<file path="src/rtl/rtcb_defines.vh">
/*
  constants for the timekeeper serial access block: command byte layout,
  register locations, charger field layout, reset values and link phases.
  assumes it is included by its bare name from the design files under rtl/.
*/
`ifndef RTCB_DEFINES_VH
`define RTCB_DEFINES_VH

// ==========================================================
// command byte fields
`define RTCB_CMD_VALID_BIT 7
`define RTCB_CMD_RAM_BIT 6
`define RTCB_CMD_LOC_HI 5
`define RTCB_CMD_LOC_LO 1
`define RTCB_CMD_READ_BIT 0
`define RTCB_LOC_BURST 5'h1F

// ==========================================================
// clock space locations (charger location is chosen, not documented)
`define RTCB_LOC_CONTROL 5'h07
`define RTCB_LOC_CHARGER 5'h08
`define RTCB_CLK_LAST 5'h07
`define RTCB_RAM_LAST 5'h1E
`define RTCB_TIME_BYTES 7

// ==========================================================
// control register
`define RTCB_WP_BIT 7
`define RTCB_WP_RST 1'b1

// ==========================================================
// charger configuration fields
`define RTCB_CHG_UNLOCK_HI 7
`define RTCB_CHG_UNLOCK_LO 4
`define RTCB_CHG_DIODE_HI 3
`define RTCB_CHG_DIODE_LO 2
`define RTCB_CHG_RES_HI 1
`define RTCB_CHG_RES_LO 0
`define RTCB_CHG_UNLOCK_KEY 4'hA
`define RTCB_DIODE_ONE 2'h1
`define RTCB_DIODE_TWO 2'h2
`define RTCB_RES_NONE 2'h0
`define RTCB_CHG_RST 8'h00

// ==========================================================
// link phases
`define RTCB_PH_CMD 2'h0
`define RTCB_PH_DATA 2'h1
`define RTCB_PH_IDLE 2'h2

`endif

</file>
<file path="src/rtl/rtcb_sync.v">
/*
  two flip-flop synchroniser for a group of independent levels.
  assumes each bit is a level from outside the sys_clk domain; bits are not
  coherent with each other after the crossing.
*/
`timescale 1ns/1ps

module rtcb_sync #(
  parameter W = 1
) (
  input wire sys_clk, // block clock
  input wire rstn, // asynchronous reset, active low
  input wire [W-1:0] async_in, // levels from outside the domain
  output wire [W-1:0] sync_out // levels safe to use in sys_clk domain
);

  reg [W-1:0] meta_q; // first stage, read only by second stage
  reg [W-1:0] sync_q; // second stage

  // ==========================================================
  // two stages
  always @(posedge sys_clk or negedge rstn) begin
    if (!rstn) begin
      meta_q <= {W{1'b0}};
      sync_q <= {W{1'b0}};
    end else begin
      meta_q <= async_in;
      sync_q <= meta_q;
    end
  end

  assign sync_out = sync_q;

endmodule

</file>
<file path="src/rtl/rtcb_top.v">
/*
  serial access block of a timekeeper: three-wire link (transfer enable,
  shift clock, two-way data), single and burst access to the clock/calendar
  bytes, control byte and 31-byte scratch ram, single access to the charger configuration.
  assumes the timekeeping counter sits outside on sys_clk, presents its time
  on core_time and accepts byte-masked loads on the core_wr_* port; the link
  pins come from another domain and are sampled by sys_clk.

*/
`timescale 1ns/1ps
`include "rtcb_defines.vh"

module rtcb_top (
  input wire sys_clk, // 20 MHz block clock
  input wire rstn, // asynchronous reset, active low
  input wire link_ce, // transfer enable pin, high during a transfer
  input wire link_sclk, // shift clock pin from host
  input wire link_dio_in, // data pin as seen at the pad
  output wire link_dio_out, // data driven onto the pin
  output wire link_dio_oe, // high while the block drives the data pin
  input wire [55:0] core_time, // running time, byte i at bits 8i+7..8i
  output reg core_wr_en, // one-cycle load strobe to the time counter
  output reg [6:0] core_wr_mask, // which time bytes to load
  output reg [55:0] core_wr_data, // time bytes to load, same layout
  output wire write_protect, // current write-protect flag
  output wire charger_enable, // charger path switched on
  output wire charger_two_diodes, // two diodes in series when enabled
  output wire [1:0] charger_resistor // 0 none, 1 low, 2 mid, 3 high
);

  // ==========================================================
  // pin synchronisers
  wire [2:0] pins_s; // synchronised {data, shift clock, enable}
  wire ce_s; // enable after crossing
  wire sclk_s; // shift clock after crossing
  wire dio_s; // data after crossing

  rtcb_sync #(
    .W(3)
  ) u_sync (
    .sys_clk(sys_clk),
    .rstn(rstn),
    .async_in({link_dio_in, link_sclk, link_ce}),
    .sync_out(pins_s)
  );

  assign ce_s = pins_s[0];
  assign sclk_s = pins_s[1];
  assign dio_s = pins_s[2];

  // ==========================================================
  // state
  reg sclk_p_q; // shift clock one cycle ago, for edge finding
  reg [1:0] phase_q; // command, data or ignoring
  reg [2:0] bit_q; // bit position within the current byte
  reg [7:0] in_sh_q; // incoming shift register
  reg [7:0] cmd_q; // accepted command byte
  reg [4:0] idx_q; // current location within the space
  reg [7:0] out_sh_q; // outgoing shift register
  reg dout_q; // bit on the data pin
  reg oe_q; // data pin drive enable
  reg [55:0] snap_q; // time copy taken at each read command
  reg [55:0] stage_q; // clock burst write bytes awaiting commit
  reg wp_q; // write-protect flag
  reg wp_burst_q; // write-protect seen when the command completed
  reg [7:0] chg_q; // charger configuration
  reg [7:0] ram [0:30]; // scratch ram, 31 locations

  // ==========================================================
  // edges and byte decode
  wire rise; // shift clock rising inside a transfer
  wire fall; // shift clock falling inside a transfer
  wire [7:0] byte_in; // byte complete with the bit sampled now
  wire in_cmd; // currently taking the command byte
  wire cur_ram; // command selects ram space
  wire cur_rd; // command is a read
  wire cur_burst; // command addresses location 31
  wire [4:0] last_idx; // last location of the burst space
  wire [4:0] nxt_idx; // location after the current one
  wire byte_done; // last bit of a byte sampled now

  assign rise = ce_s & sclk_s & ~sclk_p_q;
  assign fall = ce_s & ~sclk_s & sclk_p_q;
  assign byte_in = {dio_s, in_sh_q[7:1]};
  assign in_cmd = (phase_q == `RTCB_PH_CMD);
  assign cur_ram = cmd_q[`RTCB_CMD_RAM_BIT];
  assign cur_rd = cmd_q[`RTCB_CMD_READ_BIT];
  assign cur_burst = (cmd_q[`RTCB_CMD_LOC_HI:`RTCB_CMD_LOC_LO] == `RTCB_LOC_BURST);
  // clock bursts wrap after the control byte, so the charger stays out of reach
  assign last_idx = cur_ram ? `RTCB_RAM_LAST : `RTCB_CLK_LAST;
  assign nxt_idx = (idx_q == last_idx) ? 5'h00 : idx_q + 5'h01;
  assign byte_done = rise & (bit_q == 3'h7);

  // the byte to present: at command completion it follows the command being
  // latched and live time, afterwards the stored command and the time copy
  wire [4:0] new_loc; // location field of the arriving command
  wire mux_ram; // space of the byte to fetch
  wire [4:0] mux_idx; // location of the byte to fetch
  wire [55:0] mux_time; // time source for the fetch
  reg [7:0] rd_byte; // fetched byte

  assign new_loc = byte_in[`RTCB_CMD_LOC_HI:`RTCB_CMD_LOC_LO];
  assign mux_ram = in_cmd ? byte_in[`RTCB_CMD_RAM_BIT] : cur_ram;
  assign mux_idx = in_cmd ? ((new_loc == `RTCB_LOC_BURST) ? 5'h00 : new_loc) :
    ((cur_burst) ? nxt_idx : idx_q);
  assign mux_time = in_cmd ? core_time : snap_q;

  // ==========================================================
  // read data selection
  always @* begin
    rd_byte = 8'h00;
    if (mux_ram) begin
      if (mux_idx <= `RTCB_RAM_LAST) begin
        rd_byte = ram[mux_idx];
      end
    end else if (mux_idx < `RTCB_LOC_CONTROL) begin
      rd_byte = mux_time[{mux_idx[2:0], 3'b000} +: 8];
    end else if (mux_idx == `RTCB_LOC_CONTROL) begin
      rd_byte = {wp_q, 7'h00}; // low control bits read as zero
    end else if (mux_idx == `RTCB_LOC_CHARGER) begin
      rd_byte = chg_q;
    end
  end

  // ==========================================================
  // write decode for the byte that completes now
  wire wr_done; // write data byte complete
  wire ram_we; // store into scratch ram
  wire clk_single; // single write to a clock location
  wire [6:0] single_mask; // byte lane of a single time write

  assign wr_done = byte_done & (phase_q == `RTCB_PH_DATA) & ~cur_rd;
  assign ram_we = wr_done & cur_ram & ~wp_q & (idx_q <= `RTCB_RAM_LAST);
  assign clk_single = wr_done & ~cur_ram & ~cur_burst;
  assign single_mask = 7'h01 << idx_q[2:0];

  // ==========================================================
  // scratch ram storage, no reset: contents are undefined at power-up
  always @(posedge sys_clk) begin
    if (ram_we) begin
      ram[idx_q] <= byte_in;
    end
  end

  // ==========================================================
  // link engine
  always @(posedge sys_clk or negedge rstn) begin
    if (!rstn) begin
      sclk_p_q <= 1'b0;
      phase_q <= `RTCB_PH_CMD;
      bit_q <= 3'h0;
      in_sh_q <= 8'h00;
      cmd_q <= 8'h00;
      idx_q <= 5'h00;
      out_sh_q <= 8'h00;
      dout_q <= 1'b0;
      oe_q <= 1'b0;
      snap_q <= 56'h00_0000_0000_0000;
      stage_q <= 56'h00_0000_0000_0000;
      wp_q <= `RTCB_WP_RST;
      wp_burst_q <= 1'b0;
      chg_q <= `RTCB_CHG_RST;
      core_wr_en <= 1'b0;
      core_wr_mask <= 7'h00;
      core_wr_data <= 56'h00_0000_0000_0000;
    end else begin
      sclk_p_q <= sclk_s;
      core_wr_en <= 1'b0;
      if (!ce_s) begin
        // enable low ends any transfer and releases the pin; a clock burst
        // write cut short here is simply dropped
        phase_q <= `RTCB_PH_CMD;
        bit_q <= 3'h0;
        oe_q <= 1'b0;
      end else if (rise) begin
        // every rising edge samples and releases the pin
        oe_q <= 1'b0;
        bit_q <= bit_q + 3'h1;
        in_sh_q <= byte_in;
        case (phase_q)
          `RTCB_PH_CMD: begin
            if (bit_q == 3'h7) begin
              cmd_q <= byte_in;
              idx_q <= mux_idx;
              snap_q <= core_time;
              wp_burst_q <= wp_q;
              out_sh_q <= rd_byte;
              // a cleared top bit makes the whole transfer void
              if (byte_in[`RTCB_CMD_VALID_BIT]) begin
                phase_q <= `RTCB_PH_DATA;
              end else begin
                phase_q <= `RTCB_PH_IDLE;
              end
            end
          end
          `RTCB_PH_DATA: begin
            if (bit_q == 3'h7) begin
              if (cur_rd) begin
                // single reads repeat the byte, bursts step and wrap
                idx_q <= mux_idx;
                out_sh_q <= rd_byte;
              end else if (!cur_burst) begin
                // single write: one byte, extra clocks ignored
                phase_q <= `RTCB_PH_IDLE;
                if (!cur_ram) begin
                  if (idx_q == `RTCB_LOC_CONTROL) begin
                    wp_q <= byte_in[`RTCB_WP_BIT];
                  end else if (idx_q == `RTCB_LOC_CHARGER) begin
                    if (!wp_q) begin
                      chg_q <= byte_in;
                    end
                  end else if ((idx_q < `RTCB_LOC_CONTROL) && !wp_q) begin
                    core_wr_en <= clk_single;
                    core_wr_mask <= single_mask;
                    core_wr_data <= {`RTCB_TIME_BYTES{byte_in}};
                  end
                end
              end else if (cur_ram) begin
                // ram burst: each byte lands as it completes
                idx_q <= nxt_idx;
                if (idx_q == `RTCB_RAM_LAST) begin
                  phase_q <= `RTCB_PH_IDLE;
                end
              end else begin
                // clock burst: all eight bytes or nothing
                idx_q <= nxt_idx;
                if (idx_q < `RTCB_LOC_CONTROL) begin
                  stage_q[{idx_q[2:0], 3'b000} +: 8] <= byte_in;
                end else begin
                  phase_q <= `RTCB_PH_IDLE;
                  if (!wp_burst_q) begin
                    wp_q <= byte_in[`RTCB_WP_BIT];
                    core_wr_en <= 1'b1;
                    core_wr_mask <= 7'h7F;
                    core_wr_data <= stage_q;
                  end
                end
              end
            end
          end
          `RTCB_PH_IDLE: begin
            bit_q <= 3'h0; // ignore the rest of the transfer
          end
          default: begin
            phase_q <= `RTCB_PH_IDLE;
          end
        endcase
      end else if (fall && (phase_q == `RTCB_PH_DATA) && cur_rd) begin
        // read data goes out after each falling edge, lsb first
        dout_q <= out_sh_q[0];
        oe_q <= 1'b1;
        out_sh_q <= {1'b0, out_sh_q[7:1]};
      end
    end
  end

  assign link_dio_out = dout_q;
  assign link_dio_oe = oe_q;
  assign write_protect = wp_q;

  // ==========================================================
  // charger decode
  wire [3:0] chg_unlock; // unlock field
  wire [1:0] chg_diode; // diode count select
  wire [1:0] chg_res; // resistor select
  wire chg_on_d; // decoded enable, next value of chg_on_q
  reg chg_on_q; // charger path switched on
  reg chg_two_q; // two diodes in series
  reg [1:0] chg_res_q; // resistor handed to the switch

  assign chg_unlock = chg_q[`RTCB_CHG_UNLOCK_HI:`RTCB_CHG_UNLOCK_LO];
  assign chg_diode = chg_q[`RTCB_CHG_DIODE_HI:`RTCB_CHG_DIODE_LO];
  assign chg_res = chg_q[`RTCB_CHG_RES_HI:`RTCB_CHG_RES_LO];
  // every field must agree before the path closes, guarding against a
  // stray write switching current into the backup supply
  assign chg_on_d = (chg_unlock == `RTCB_CHG_UNLOCK_KEY) &&
    ((chg_diode == `RTCB_DIODE_ONE) || (chg_diode == `RTCB_DIODE_TWO)) &&
    (chg_res != `RTCB_RES_NONE);

  // ==========================================================
  // charger outputs: registered so the analog switches never see a decode
  // glitch; costs one cycle after a write, far below any frame time
  always @(posedge sys_clk or negedge rstn) begin
    if (!rstn) begin
      // switched off until a configuration byte arrives
      chg_on_q <= 1'b0;
      chg_two_q <= 1'b0;
      chg_res_q <= `RTCB_RES_NONE;
    end else begin
      chg_on_q <= chg_on_d;
      chg_two_q <= chg_on_d && (chg_diode == `RTCB_DIODE_TWO);
      chg_res_q <= chg_on_d ? chg_res : `RTCB_RES_NONE;
    end
  end

  assign charger_enable = chg_on_q;
  assign charger_two_diodes = chg_two_q;
  assign charger_resistor = chg_res_q;

endmodule

</file>
<file path="config.mk">
export PLATFORM = sky130hd
export DESIGN_NAME = rtcb_top
export DESIGN_NICKNAME = d
export VERILOG_FILES = /design/src/rtl/rtcb_sync.v /design/src/rtl/rtcb_top.v
export VERILOG_INCLUDE_DIRS = /design/src /design/src/rtl
export SDC_FILE = /design/constraint.sdc
export NUM_CORES = 1
export LEC_CHECK = 0
export CAP_MARGIN = 0
export CORE_ASPECT_RATIO = 0.6
export CORE_MARGIN = 2
export CORE_UTILIZATION = 40
export CTS_CLUSTER_DIAMETER = 30
export DETAILED_ROUTE_END_ITERATION = 10
export DONT_BUFFER_PORTS = 1
export SKIP_LAST_GASP = 1
export SLEW_MARGIN = 10
export SYNTH_ARGS = -nofsm -noshare
export SYNTH_HDL_FRONTEND = slang
export SYNTH_SLANG_ARGS = --single-unit
</file>
<file path="constraint.sdc">
create_clock -name sys_clk -period 3.8 [get_ports sys_clk]
set_input_delay 0.38 -clock sys_clk [delete_from_list [all_inputs] [get_ports sys_clk]]
set_output_delay 0.38 -clock sys_clk [all_outputs]
set_load 0.03 [all_outputs]
</file>
# Word level (Yosys, flattened, before mapping)
# Memories as Yosys holds them, arrays and structs flattened.
# Index checks and enable logic that the tools add are counted.
# totals
word_cells,188
register_bits,232
mem_count,1
in_bits,61
mem_bits_rw,248
out_inout_bits,71
# classes
shifts,4
reduce_logical,24
mux,78
add_sub_neg,3
n_eq_ne,32
bitwise,20
magnitude_cmp,4
# memory_table
name,words,width,rd,rd_ports_with_merged_regs,wr,line,rtl
ram,31,8,1,0,1,rtcb_top.v:67,reg [7:0] ram [0:30];
# op_table
operator,count
56-bit 2-to-1 mux,9
8-bit 2-to-1 mux,10
56-bit bitwise mux,1
7-bit 2-to-1 mux,8
"8-bit by 8-bit variable shift with 56-bit output, first input constant",1
56-bit by 7-bit variable part select with 8-bit output,1
8-bit by 8-bit variable part select with 56-bit output,1
5-bit 2-to-1 mux,8
1-bit 2-to-1 mux,25
2-bit 2-to-1 mux,11
"3-bit inequality test, second input constant",6
8-bit case mux with 2 select lines,1
"5-bit equality test, second input constant",3
"2-bit inequality test, second input constant",7
1-bit AND,12
11-bit AND reduction,1
"5-bit by 3-bit equality test with 1-bit output, second input constant",2
"5-bit by 4-bit equality test with 1-bit output, second input constant",2
"5-bit <= comparator, second input constant",2
"5-bit by 3-bit < comparator with 1-bit output, second input constant",2
"5-bit inequality test, second input constant",2
5-bit case mux with 2 select lines,1
10-bit AND reduction,1
2-bit nonzero test,5
27 further kinds,43

# Longest topological paths before layout
# Gate-level depths: netlist of run 1.
# depth
depth_word,17
ltp_mapped,15
mapped_depth_nobuf,11

# By module
# From an unflattened synthesis of run 1, not the netlist that was laid out.
# unflattened
hier_cells,1652
hier_area_um2,20828.7
# by_module_without_submodules
mod,cells_per_inst,seq_area_each_um2,area_each_um2,n_inst
rtcb_top,1646,13078.8,20678.6,1
rtcb_sync,6,150.1,150.1,1

# Least setup slack after synthesis of run 1
# No wires, ideal clock.
# synth_timing
path_type,reg2reg
start,register idx_q[0]
end,register out_sh_q[7]
required_ns,3.676
period_less_slack_ns,3.280
t_arrival_ns,3.156
path_stages_with_launch,14
setup_ns,0.124
path_buffers,2
path_slack_ns,0.520
path_cell_list,dfrtp_1 buf_2 inv_1 ha_1 inv_1 nor4_1 a211o_1 buf_4 mux4_2 a21oi_1 a21oi_1 a22oi_1 o31a_1 o21ai_1
# synth_between
elab_chain_cells,13
word_cells_on_any_way,21
cone_classes,add/sub: 1; order compare: 2; eq/ne: 3; shift: 1; mux: 13; memory: 1
# synth_rtl
element,line,rtl
start: declaration,rtcb_top.v:58,reg [4:0] idx_q;
start signal: assignment,rtcb_top.v:184,idx_q <= mux_idx;
start signal: assignment,rtcb_top.v:200,idx_q <= mux_idx;
start signal: assignment,rtcb_top.v:220,idx_q <= nxt_idx;
5-bit by 1-bit adder with 5-bit output or 5-bit equality test (tied branches),rtcb_top.v:91,assign nxt_idx = (idx_q == last_idx) ? 5'h00 : idx_q + 5'h01;
5-bit 2-to-1 mux,rtcb_top.v:91,
5-bit 2-to-1 mux (*),n/a,
5-bit 2-to-1 mux (*),rtcb_top.v:104,assign mux_idx = in_cmd ? ((new_loc == `RTCB_LOC_BURST) ? 5'h00 : new_loc) :
"parallel branches: the longest is 4 deep, another holds 56-bit by 7-bit variable part select with 8-bit output",n/a,
8-bit 2-to-1 mux (*),rtcb_top.v:112,if (mux_ram) begin
8-bit 2-to-1 mux,rtcb_top.v:198,if (cur_rd) begin
8-bit 2-to-1 mux,rtcb_top.v:197,if (bit_q == 3'h7) begin
8-bit case mux with 2 select lines (*),rtcb_top.v:180,case (phase_q)
8-bit 2-to-1 mux (*),rtcb_top.v:175,end else if (rise) begin
end signal: assignment,rtcb_top.v:187,out_sh_q <= rd_byte;
end signal: assignment,rtcb_top.v:201,out_sh_q <= rd_byte;
end signal: assignment,rtcb_top.v:252,"out_sh_q <= {1'b0, out_sh_q[7:1]};"
end: declaration,rtcb_top.v:59,reg [7:0] out_sh_q;
# Mark *: on every way between the ends. The select of a mux whose other input is x is not followed.
# A chain may end at the register's enable or synchronous reset.

# Final worst setup path of run 1
# layout_timing
start,register idx_q[0]
end,register out_sh_q[3]
# The elaborated chain is that of the path after synthesis.

==> metrics.csv, run 1 <==
stage;metric;value;unit
synth;flops & latches, synth;479;
die;chip width;300;um
clock_tree;clk slew on worst S/H paths;0.06;ns
sta;setup violators final;0;
clock_tree;Worst-Skew Late Latency;0.60;ns
cells_and_area;# diodes;0;
flow_run;maximum capacitance violations;0;
die;Row Count;65;
routing;first-pass iteration count of the detailed router;5;
critical_path;Crit path buffers/inverters;1;
synth;top-count cell post-synth;nand2_1;
power_and_ir_drop;P per Cell Area;542;nW/um2
critical_path;Top delay family on crit path;compound AO/OA/AOI/OAI gates;
cells_and_area;Nets;1938;
status;failing checks;negative hold slack;
synth;Synth area leaders;edfxtp_1, dfrtp_1, mux2_2;
routing;Post-DRT Antenna Nets;0;
critical_path;CP startpoint kind;flip-flop;
min_path;Hold Path Class;input port to asynchronous set/reset pin;
clock_tree;H-tree Lvls;2;
power_and_ir_drop;part of the power in registers;0.423;
synth;Cell variety after synth;77;
routing;final wirelength;63.3;mm
clock_tree;Post-CTS Setup Bufs;0;
clock_tree;TritonCTS sink count;479;
sta;Max Slew Vio Count;0;
sta;RSZ-0062 raised after global routing;false;
synth;EDFF count, synth;248;
cells_and_area;design area;24900;um2
placed_design;GP Congestion;0.957;
clock_tree;hold_buf cts;59;
sta;actual slew at the worst max-slew pin;0.978;ns
placed_design;Post-DP Area;22400;um2
critical_path;Worst Setup End Kind;flip-flop;
synth;Async S/R FF share, synth;0.482;
power_and_ir_drop;combinational share of power;0.154;
sta;period utilisation layout;0.961;
synth;synth warn;0;
die;I/O pin count;132;
synth;Synth Cell Area;21000;um2
clock_tree;Num CTS Buffers;56;
placed_design;DP Wirelength;42.9;mm
die;Chip Height;182;um
critical_path;Crit-path slowest cell;o21ai_1;
global_route;initial antenna violation count;3;
power_and_ir_drop;P_sw;3.68;mW
global_route;vias in the first global route;14573;
global_route;most used routing layer;met1;
critical_path;Worst Path Required;4.24;ns
power_and_ir_drop;part of the power in the clock network;0.423;
critical_path;Crit path arrival time;4.09;ns
sta;min Tclk post-route;3.65;ns
synth;most common library cells after synthesis;nand2_1, edfxtp_1, dfrtp_1;
critical_path;CP Max Fanout;9;
critical_path;critical setup path kind;flip-flop to flip-flop;
synth;Post-Syn Nets;1826;
placed_design;placed cells;2453;
cells_and_area;layout cells sized above 1;0.201;
sta;Min Hold Slack;-0.515;ns
routing;DRC;0;
routing;via density per instance;5.72;
global_route;met1 usage;0.359;
synth;post-synthesis sequential area ratio;0.630;
cells_and_area;fill cell count;4580;
power_and_ir_drop;switching share of power;0.273;
sta;Relative slew margins;0.344;
power_and_ir_drop;P_leak;10.0;nW
clock_tree;CTS tree;yes;
status;outcome;finished with violations;
synth;ys flop type;edfxtp_1;
global_route;met2 Track Usage GR;0.300;
synth;Cells after Synth;1755;
die;area of the core;52200;um2
global_route;gr usage total;0.231;
die;initial core utilization;0.402;
synth;cell taking the most area after synthesis;edfxtp_1;
sta;Clock Skew;0.0252;ns
routing;DR vias;14946;
cells_and_area;fin cells;2614;
global_route;GRT overflow;0;
clock_tree;Max Root-Sink Buffers;3;
critical_path;most frequent CP cell;nand3_1;
routing;WL/cell;24.2;um
cells_and_area;Layout area overhead;18.7;%
sta;count of final hold-check violations;231;
synth;Yosys top cell area share;0.354;
synth;Synth Area per Inst;12.0;um2
sta;Fin Setup TNS;0;ns
global_route;met3 global-route usage;0.0919;
critical_path;CP peak stage delay;0.78;ns
die;full die area;54400;um2
clock_tree;root buffer cell;clkbuf_16;
critical_path;cells along the critical path;buf_4, nand3_1, nor3_1, a2bb2oi_1, o21ai_1, nand3_1, o22ai_1, o41ai_2;
global_route;first-pass GRT wire length;94.3;mm
power_and_ir_drop;worst vdd ir;0.426;mV
sta;Max Fclk;0.274;GHz
routing;initial DRC count;1867;
placed_design;I/O Buffers;0;
global_route;largest net degree at the start of global routing;232;
power_and_ir_drop;Int Power;9.82;mW
path summary, 6_finish.rpt:
kind	start	endpoint	slack (ns)	cells after the start
max	idx_q[0]	out_sh_q[3]	0.15	8
min	rstn	snap_q[52]	-0.52	0
max reg2reg	idx_q[0]	out_sh_q[3]	0.15	8
min reg2reg	u_sync.meta_q[2]	u_sync.sync_out[2]	0.35	0
max in group asynchronous	rstn	core_wr_data[45]	3.84	0
min in group sys_clk	core_time[51]	out_sh_q[3]	0.28	5
metal layers:
| metal | vias up | part of all wire |
|---|---|---|
| li1 | 6614 | - |
| met1 | 7504 | 0.47 |
| met2 | 732 | 0.39 |
| met3 | 94 | 0.13 |
| met4 | 2 | 0.015 |
| met5 | - | 0.00017 |
timing repair:
action	CTS	global route
setup endpoints to repair	0	1
resized for setup	0	4
endpoints found under the hold margin	290	231
power groups by stage:
stage	combinational (mW)	clock (mW)	sequential (mW)
global route	2.22	6.01	5.72
global placement	1.96	0	5.81
finish	2.08	5.71	5.72
detailed placement	1.97	0	5.82
CTS	2.03	5.78	5.71
floorplan	1.09	0	5.86
cells in the final DEF (no fill, tap or decap), types with 4 or more instances in the layout:
cell and instances:
o22ai_1 11, clkbuf_16 57, clkbuf_1 7, nor3_1 10, mux4_2 6, edfxtp_1 248, inv_6 6, o211ai_1 6
nand3_1 72, and2_1 12, inv_1 13, a311oi_1 13, a31oi_1 18, o21ai_0 35, bufinv_16 9, a211o_1 6
a21oi_1 170, clkinvlp_4 8, or3_1 8, ha_1 10, nor2_1 132, o221ai_1 5, dfrtp_1 228, mux2_2 140
dlygate4sd3_1 59, clkbuf_8 5, nand2_1 278, nor4_1 8, and3_1 27, buf_12 10, a211oi_1 14, o31ai_1 6
a21boi_0 4, nand4_1 7, mux2i_1 60, buf_4 103
stage by stage:
step / total power, mW / setup slack [ns] / util
final: 13.5 / 0.148 / 0.478
after global placement: 7.78 / 0.0899 / 0.428
after global routing: 14.0 / 0.0203 / 0.478
after detailed placement: 7.79 / 0.0339 / 0.428
after floorplan: 6.95 / 0.520 / -
after CTS: 13.5 / 0.00258 / 0.477
state kept, by name, indices dropped and copies added, names as in the netlist:
signal              flops
bit_q                   3
charger_enable          1
charger_resistor        2
charger_two_diodes      1
chg_q                   8
cmd_q                   7
core_wr_data           56
core_wr_en              1
core_wr_mask            7
idx_q                   5
in_sh_q                 7
link_dio_oe             1
link_dio_out            1
out_sh_q                8
phase_q                 2
ram                   248
sclk_p_q                1
snap_q                 56
stage_q                56
u_sync.meta_q           3
u_sync.sync_out         3
wp_burst_q              1
write_protect           1
logic make-up (layout without fill, tap and decap cells):
| family | Yosys count | count (layout) | share of synthesized area |
|---|---|---|---|
| AOI/OAI and AO/OA | 337 | 337 | 0.0994 |
| adders and majority gates | 10 | 10 | 0.00595 |
| buffers and inverters | 131 | 287 | 0.0286 |
| DFF | 479 | 479 | 0.630 |
| muxes | 206 | 206 | 0.110 |
| and+or+nand+nor | 592 | 592 | 0.126 |
cell type report:
| type | instances | area (um2) | share of cell area |
|---|---|---|---|
| clock buffers | 69 | 1520 | 0.0610 |
| clock inverters | 33 | 449 | 0.0180 |
| inverters | 13 | 48.8 | 0.00196 |
| multi-input cells | 1145 | 7240 | 0.290 |
| flip-flops and latches | 479 | 13200 | 0.531 |
| well taps | 703 | 880 | 0.0353 |
| repair buffers | 172 | 1560 | 0.0627 |
No activity file was read; power rests on OpenSTA's default activity.
==> run 2, diff against run 1 <==
--- a/config.mk
+++ b/config.mk
@@ -13,6 +13,7 @@
 export CTS_CLUSTER_DIAMETER = 30
 export DETAILED_ROUTE_END_ITERATION = 10
 export DONT_BUFFER_PORTS = 1
+export PLACE_DENSITY_LB_ADDON = 0.2
 export SKIP_LAST_GASP = 1
 export SLEW_MARGIN = 10
 export SYNTH_ARGS = -nofsm -noshare
==> metrics.csv, run 2 (synthesized netlist as in run 1, its figures left out) <==
stage;metric;value;unit
global_route;largest net degree at the start of global routing;232;
cells_and_area;Layout area overhead;21.5;%
routing;DR vias;15138;
cells_and_area;Largest register FFs;248;
sta;min Tclk post-route;3.74;ns
global_route;gr usage total;0.239;
die;I/O pin count;132;
global_route;initial antenna violation count;0;
routing;via density per instance;5.73;
routing;Post-DRT Antenna Nets;0;
critical_path;critical setup path kind;flip-flop to flip-flop;
clock_tree;CTS tree;yes;
sta;Max Slew Vio Count;0;
routing;final wirelength;64.8;mm
cells_and_area;Nets;1953;
critical_path;CP Max Fanout;54;
placed_design;I/O Buffers;0;
die;Chip Height;182;um
sta;period utilisation layout;0.985;
power_and_ir_drop;worst vdd ir;0.353;mV
die;area of the core;52200;um2
flow_run;maximum capacitance violations;0;
critical_path;Reg2Reg Depth;11;
cells_and_area;# diodes;0;
critical_path;Crit path arrival time;4.19;ns
clock_tree;clk slew on worst S/H paths;0.06;ns
sta;RSZ-0062 raised after global routing;true;
clock_tree;Worst-Skew Late Latency;0.59;ns
clock_tree;hold_buf cts;59;
critical_path;Worst Setup End Kind;flip-flop;
cells_and_area;fill cell count;4626;
placed_design;GP Congestion;0.912;
cells_and_area;sequential cell area;13200;um2
die;chip width;300;um
clock_tree;TritonCTS sink count;479;
status;outcome;finished with violations;
critical_path;reg-to-reg slack, setup;0.06;ns
sta;Min Hold Slack;-0.505;ns
critical_path;CP startpoint kind;flip-flop;
placed_design;DP Wirelength;42.6;mm
sta;Max Fclk;0.267;GHz
routing;first-pass iteration count of the detailed router;6;
status;failing checks;negative hold slack;
power_and_ir_drop;overall power;14.8;mW
power_and_ir_drop;P per Cell Area;579;nW/um2
routing;WL/cell;24.5;um
critical_path;Worst Path Required;4.24;ns
routing;DRC;0;
critical_path;RR Endpoint;out_sh_q[5];
global_route;vias in the first global route;14636;
clock_tree;root buffer cell;clkbuf_16;
cells_and_area;most frequent cells in the layout;nand2_1, edfxtp_1, dfrtp_1;
clock_tree;Num CTS Buffers;73;
clock_tree;Max Root-Sink Buffers;3;
cells_and_area;Top reg by flops;ram;
cells_and_area;area of the multi-input gates;7250;um2
routing;initial DRC count;1701;
global_route;first-pass GRT wire length;96.9;mm
cells_and_area;commonest non-fill, non-tap cell in the layout;nand2_1;
critical_path;crit path from;idx_q[0];
critical_path;Critical R2R Launch;idx_q[0];
sta;Relative slew margins;0.372;
cells_and_area;fin util;0.489;
sta;Setup WS post-layout;0.0566;ns
clock_tree;H-tree Lvls;3;
sta;actual slew at the worst max-slew pin;0.934;ns
die;Row Count;65;
sta;setup violators final;0;
clock_tree;Post-CTS Setup Bufs;0;
die;full die area;54400;um2
placed_design;pre-CTS worst setup slack;0.0710;ns
global_route;GRT overflow;0;
power_and_ir_drop;P_leak;10.3;nW
die;initial core utilization;0.402;
cells_and_area;layout cells sized above 1;0.213;
sta;count of final hold-check violations;231;
min_path;Hold Path Class;input port to asynchronous set/reset pin;
sta;Clock Skew;0.0285;ns
[run 2: critical path, stage by stage, from the launching register on]
cell and delay [ns]:
dfrtp_1 0.46, ha_1 0.29, ha_1 0.35, or4_4 0.57, o211a_2 0.29, buf_12 0.21
nand2_1 0.10, and3_1 0.15, a311oi_1 0.07, o31ai_1 0.82, a211o_1 0.23, a21oi_1 0.07
[run 2: worst max-delay path by stage]
stage                       end  slack (ns)  cells after the start
floorplan           out_sh_q[7]        0.52                     13
global placement    out_sh_q[5]        0.09                     10
detailed placement  out_sh_q[4]        0.07                     10
CTS                 out_sh_q[4]        0.08                     10
global route        out_sh_q[5]       -0.13                     11
finish              out_sh_q[5]        0.06                     11
[run 2: power breakdown]
part / internal [mW] / switching [mW] / leakage (nW)
registers: 5.66 / 0.0369 / 5.30
logic: 0.681 / 1.43 / 3.80
clock network: 4.45 / 2.54 / 1.24
[run 2: metal layers]
metal,wire length (um),GRT usage,up-vias
met4,1190,0.0544,0
li1,-,-,6672
met2,24800,0.301,725
met1,31300,0.380,7643
met3,7530,0.0855,98
met5,0,0,-
[run 2: what timing repair did]
action	in CTS	in global routing
resized for setup	0	3
endpoints found under the setup margin	0	3
endpoints found under the hold margin	290	231
[run 2: cell type report]
| class | count | area share |
|---|---|---|
| Clock inverter | 45 | 0.0215 |
| Inverter | 13 | 0.00191 |
| Clock buffer | 88 | 0.0789 |
| Sequential cell | 479 | 0.518 |
| Multi-Input combinational cell | 1145 | 0.284 |
| Timing Repair Buffer | 170 | 0.0611 |
| Tap cell | 703 | 0.0344 |
[run 2: per-stage QoR]
| step | cell area [um2] | setup TNS, ns | std cells | hold slack [ns] |
|---|---|---|---|---|
| floorplan | 21000 | 0 | 1755 | 0.0844 |
| global placement | 22400 | 0 | 2451 | 0.0898 |
| detailed placement | 22400 | 0 | 2451 | 0.0890 |
| CTS | 25500 | 0 | 2643 | -0.529 |
| global route | 25500 | -0.132 | 2643 | -0.524 |
| finish | 25500 | 0 | 2643 | -0.505 |
==> run 3, diff against run 2 <==
--- a/config.mk
+++ b/config.mk
@@ -7,6 +7,8 @@
 export NUM_CORES = 1
 export LEC_CHECK = 0
 export CAP_MARGIN = 0
+export CELL_PAD_IN_SITES_DETAIL_PLACEMENT = 0
+export CELL_PAD_IN_SITES_GLOBAL_PLACEMENT = 1
 export CORE_ASPECT_RATIO = 0.6
 export CORE_MARGIN = 2
 export CORE_UTILIZATION = 40
==> metrics.csv, run 3 (synthesized netlist as in run 1, its figures left out) <==
stage;metric;value;unit
global_route;first-pass GRT wire length;98.2;mm
routing;final wirelength;65.4;mm
clock_tree;TritonCTS sink count;479;
routing;first-pass iteration count of the detailed router;5;
status;outcome;finished with violations;
power_and_ir_drop;switching share of power;0.267;
routing;initial DRC count;1403;
sta;actual slew at the worst max-slew pin;1.03;ns
sta;Relative slew margins;0.316;
clock_tree;CTS tree;yes;
global_route;vias in the first global route;14883;
sta;count of final hold-check violations;231;
placed_design;DP Wirelength;42.7;mm
global_route;gr usage total;0.242;
cells_and_area;Nets;1973;
die;Chip Height;182;um
power_and_ir_drop;part of the power in registers;0.373;
flow_run;maximum capacitance violations;0;
placed_design;I/O Buffers;0;
status;failing checks;negative hold slack;
power_and_ir_drop;part of the power in the clock network;0.493;
critical_path;crit path to;out_sh_q[6];
clock_tree;Num CTS Buffers;85;
critical_path;Worst Path Required;4.28;ns
critical_path;critical setup path kind;flip-flop to flip-flop;
cells_and_area;commonest non-fill, non-tap cell in the layout;nand2_1;
cells_and_area;most frequent cells in the layout;nand2_1, edfxtp_1, dfrtp_1;
cells_and_area;Largest register FFs;248;
clock_tree;clk slew on worst S/H paths;0.06;ns
clock_tree;Max Root-Sink Buffers;3;
critical_path;reg-to-reg slack, setup;0.13;ns
power_and_ir_drop;P_sw;4.10;mW
sta;Fin Setup TNS;0;ns
power_and_ir_drop;Int Power;11.3;mW
routing;met2 wire length;25.4;mm
clock_tree;hold_buf cts;59;
die;I/O pin count;132;
sta;Clock Skew;0.0280;ns
global_route;initial antenna violation count;1;
placed_design;GP Congestion;0.895;
cells_and_area;layout cells sized above 1;0.221;
die;Row Count;65;
die;initial core utilization;0.402;
clock_tree;Worst-Skew Late Latency;0.61;ns
power_and_ir_drop;P_leak;10.5;nW
cells_and_area;fill cell count;4694;
routing;DRC;0;
sta;Max Slew Vio Count;0;
min_path;Hold Path Class;input port to asynchronous set/reset pin;
routing;via density per instance;5.61;
routing;WL/cell;24.4;um
critical_path;Reg2Reg Depth;10;
critical_path;CP startpoint kind;flip-flop;
placed_design;placed cells;2459;
critical_path;Crit path arrival time;4.15;ns
power_and_ir_drop;P per Cell Area;593;nW/um2
sta;period utilisation layout;0.966;
routing;WL met1;33.7;mm
critical_path;crit path from;cmd_q[6];
critical_path;Worst Setup End Kind;flip-flop;
die;area of the core;52200;um2
cells_and_area;fin cells;2674;
sta;setup violators final;0;
clock_tree;root buffer cell;clkbuf_16;
cells_and_area;Layout area overhead;23.1;%
power_and_ir_drop;combinational share of power;0.134;
sta;RSZ-0062 raised after global routing;false;
die;full die area;54400;um2
critical_path;RR Endpoint;out_sh_q[6];
cells_and_area;fin util;0.496;
critical_path;Critical R2R Launch;cmd_q[6];
clock_tree;H-tree Lvls;3;
global_route;largest net degree at the start of global routing;232;
global_route;GRT overflow;0;
sta;Max Fclk;0.272;GHz
sta;min Tclk post-route;3.67;ns
placed_design;pre-CTS worst setup slack;0.000934;ns
cells_and_area;Top reg by flops;ram;
die;chip width;300;um
routing;Post-DRT Antenna Nets;0;
sta;Min Hold Slack;-0.520;ns
routing;met3 WL;5.00;mm
critical_path;CP Max Fanout;39;
sta;Setup WS post-layout;0.130;ns
routing;max layer used;met4;
routing;DR vias;15006;
power_and_ir_drop;worst vdd ir;0.468;mV
==> run 3: per-stage QoR <==
step / instance area [um2] / total power, mW
floorplan: 21000 / 6.95
global placement: 22400 / 7.78
detailed placement: 22400 / 7.79
CTS: 25900 / 15.4
global route: 25900 / 15.8
finish: 25900 / 15.4
==> run 3: worst min-delay path by stage <==
stage          start          endpoint  slack (ns)  depth (start not counted)
2_1_floorplan   rstn          bit_q[0]        0.08                          0
3_3_place_gp    rstn  core_wr_data[10]        0.09                          0
3_5_place_dp    rstn  core_wr_data[10]        0.09                          0
4_1_cts         rstn        snap_q[36]       -0.55                          0
5_1_grt         rstn  core_wr_data[10]       -0.54                          0
6_report        rstn   core_wr_data[5]       -0.52                          0
==> run 3: critical path, stage by stage, from the launching register on <==
cell and delay (ns):
dfrtp_1 0.52, and4b_1 0.30, o21bai_4 0.28, a211o_1 0.35, and2_4 0.44, buf_12 0.29
mux4_2 0.35, a211oi_1 0.31, and3b_1 0.24, o21ai_0 0.30, o21ai_0 0.15
==> run 3: metal layers <==
metal | up-vias | global-route usage
li1 | 6712 | -
met1 | 7688 | 0.393
met2 | 515 | 0.313
met3 | 91 | 0.0613
met4 | 0 | 0.0616
met5 | - | 0
==> run 3: cell type report <==
| cell class | instances | area [um2] | area share |
|---|---|---|---|
| well taps | 703 | 880 | 0.0340 |
| diodes | 1 | 2.50 | 0.0000967 |
| flip-flops and latches | 479 | 13200 | 0.511 |
| repair buffers | 178 | 1580 | 0.0612 |
| clock inverters | 41 | 408 | 0.0158 |
| clock buffers | 114 | 2470 | 0.0956 |
| multi-input cells | 1145 | 7250 | 0.280 |
| inverters | 13 | 48.8 | 0.00189 |
==> run 3: power by group through the flow <==
stage	sequential, mW	combinational, mW	clock [mW]
global placement	5.82	1.96	0
floorplan	5.86	1.09	0
detailed placement	5.82	1.97	0
finish	5.73	2.05	7.57
CTS	5.73	2.03	7.67
global route	5.73	2.20	7.91
==> run 3: timing repair <==
action,in CTS,in global routing
pin swaps,0,0
setup buffers,0,0
endpoints found under the hold margin,290,231
setup endpoints to repair,1,1
resized for setup,1,1
cloned,0,0
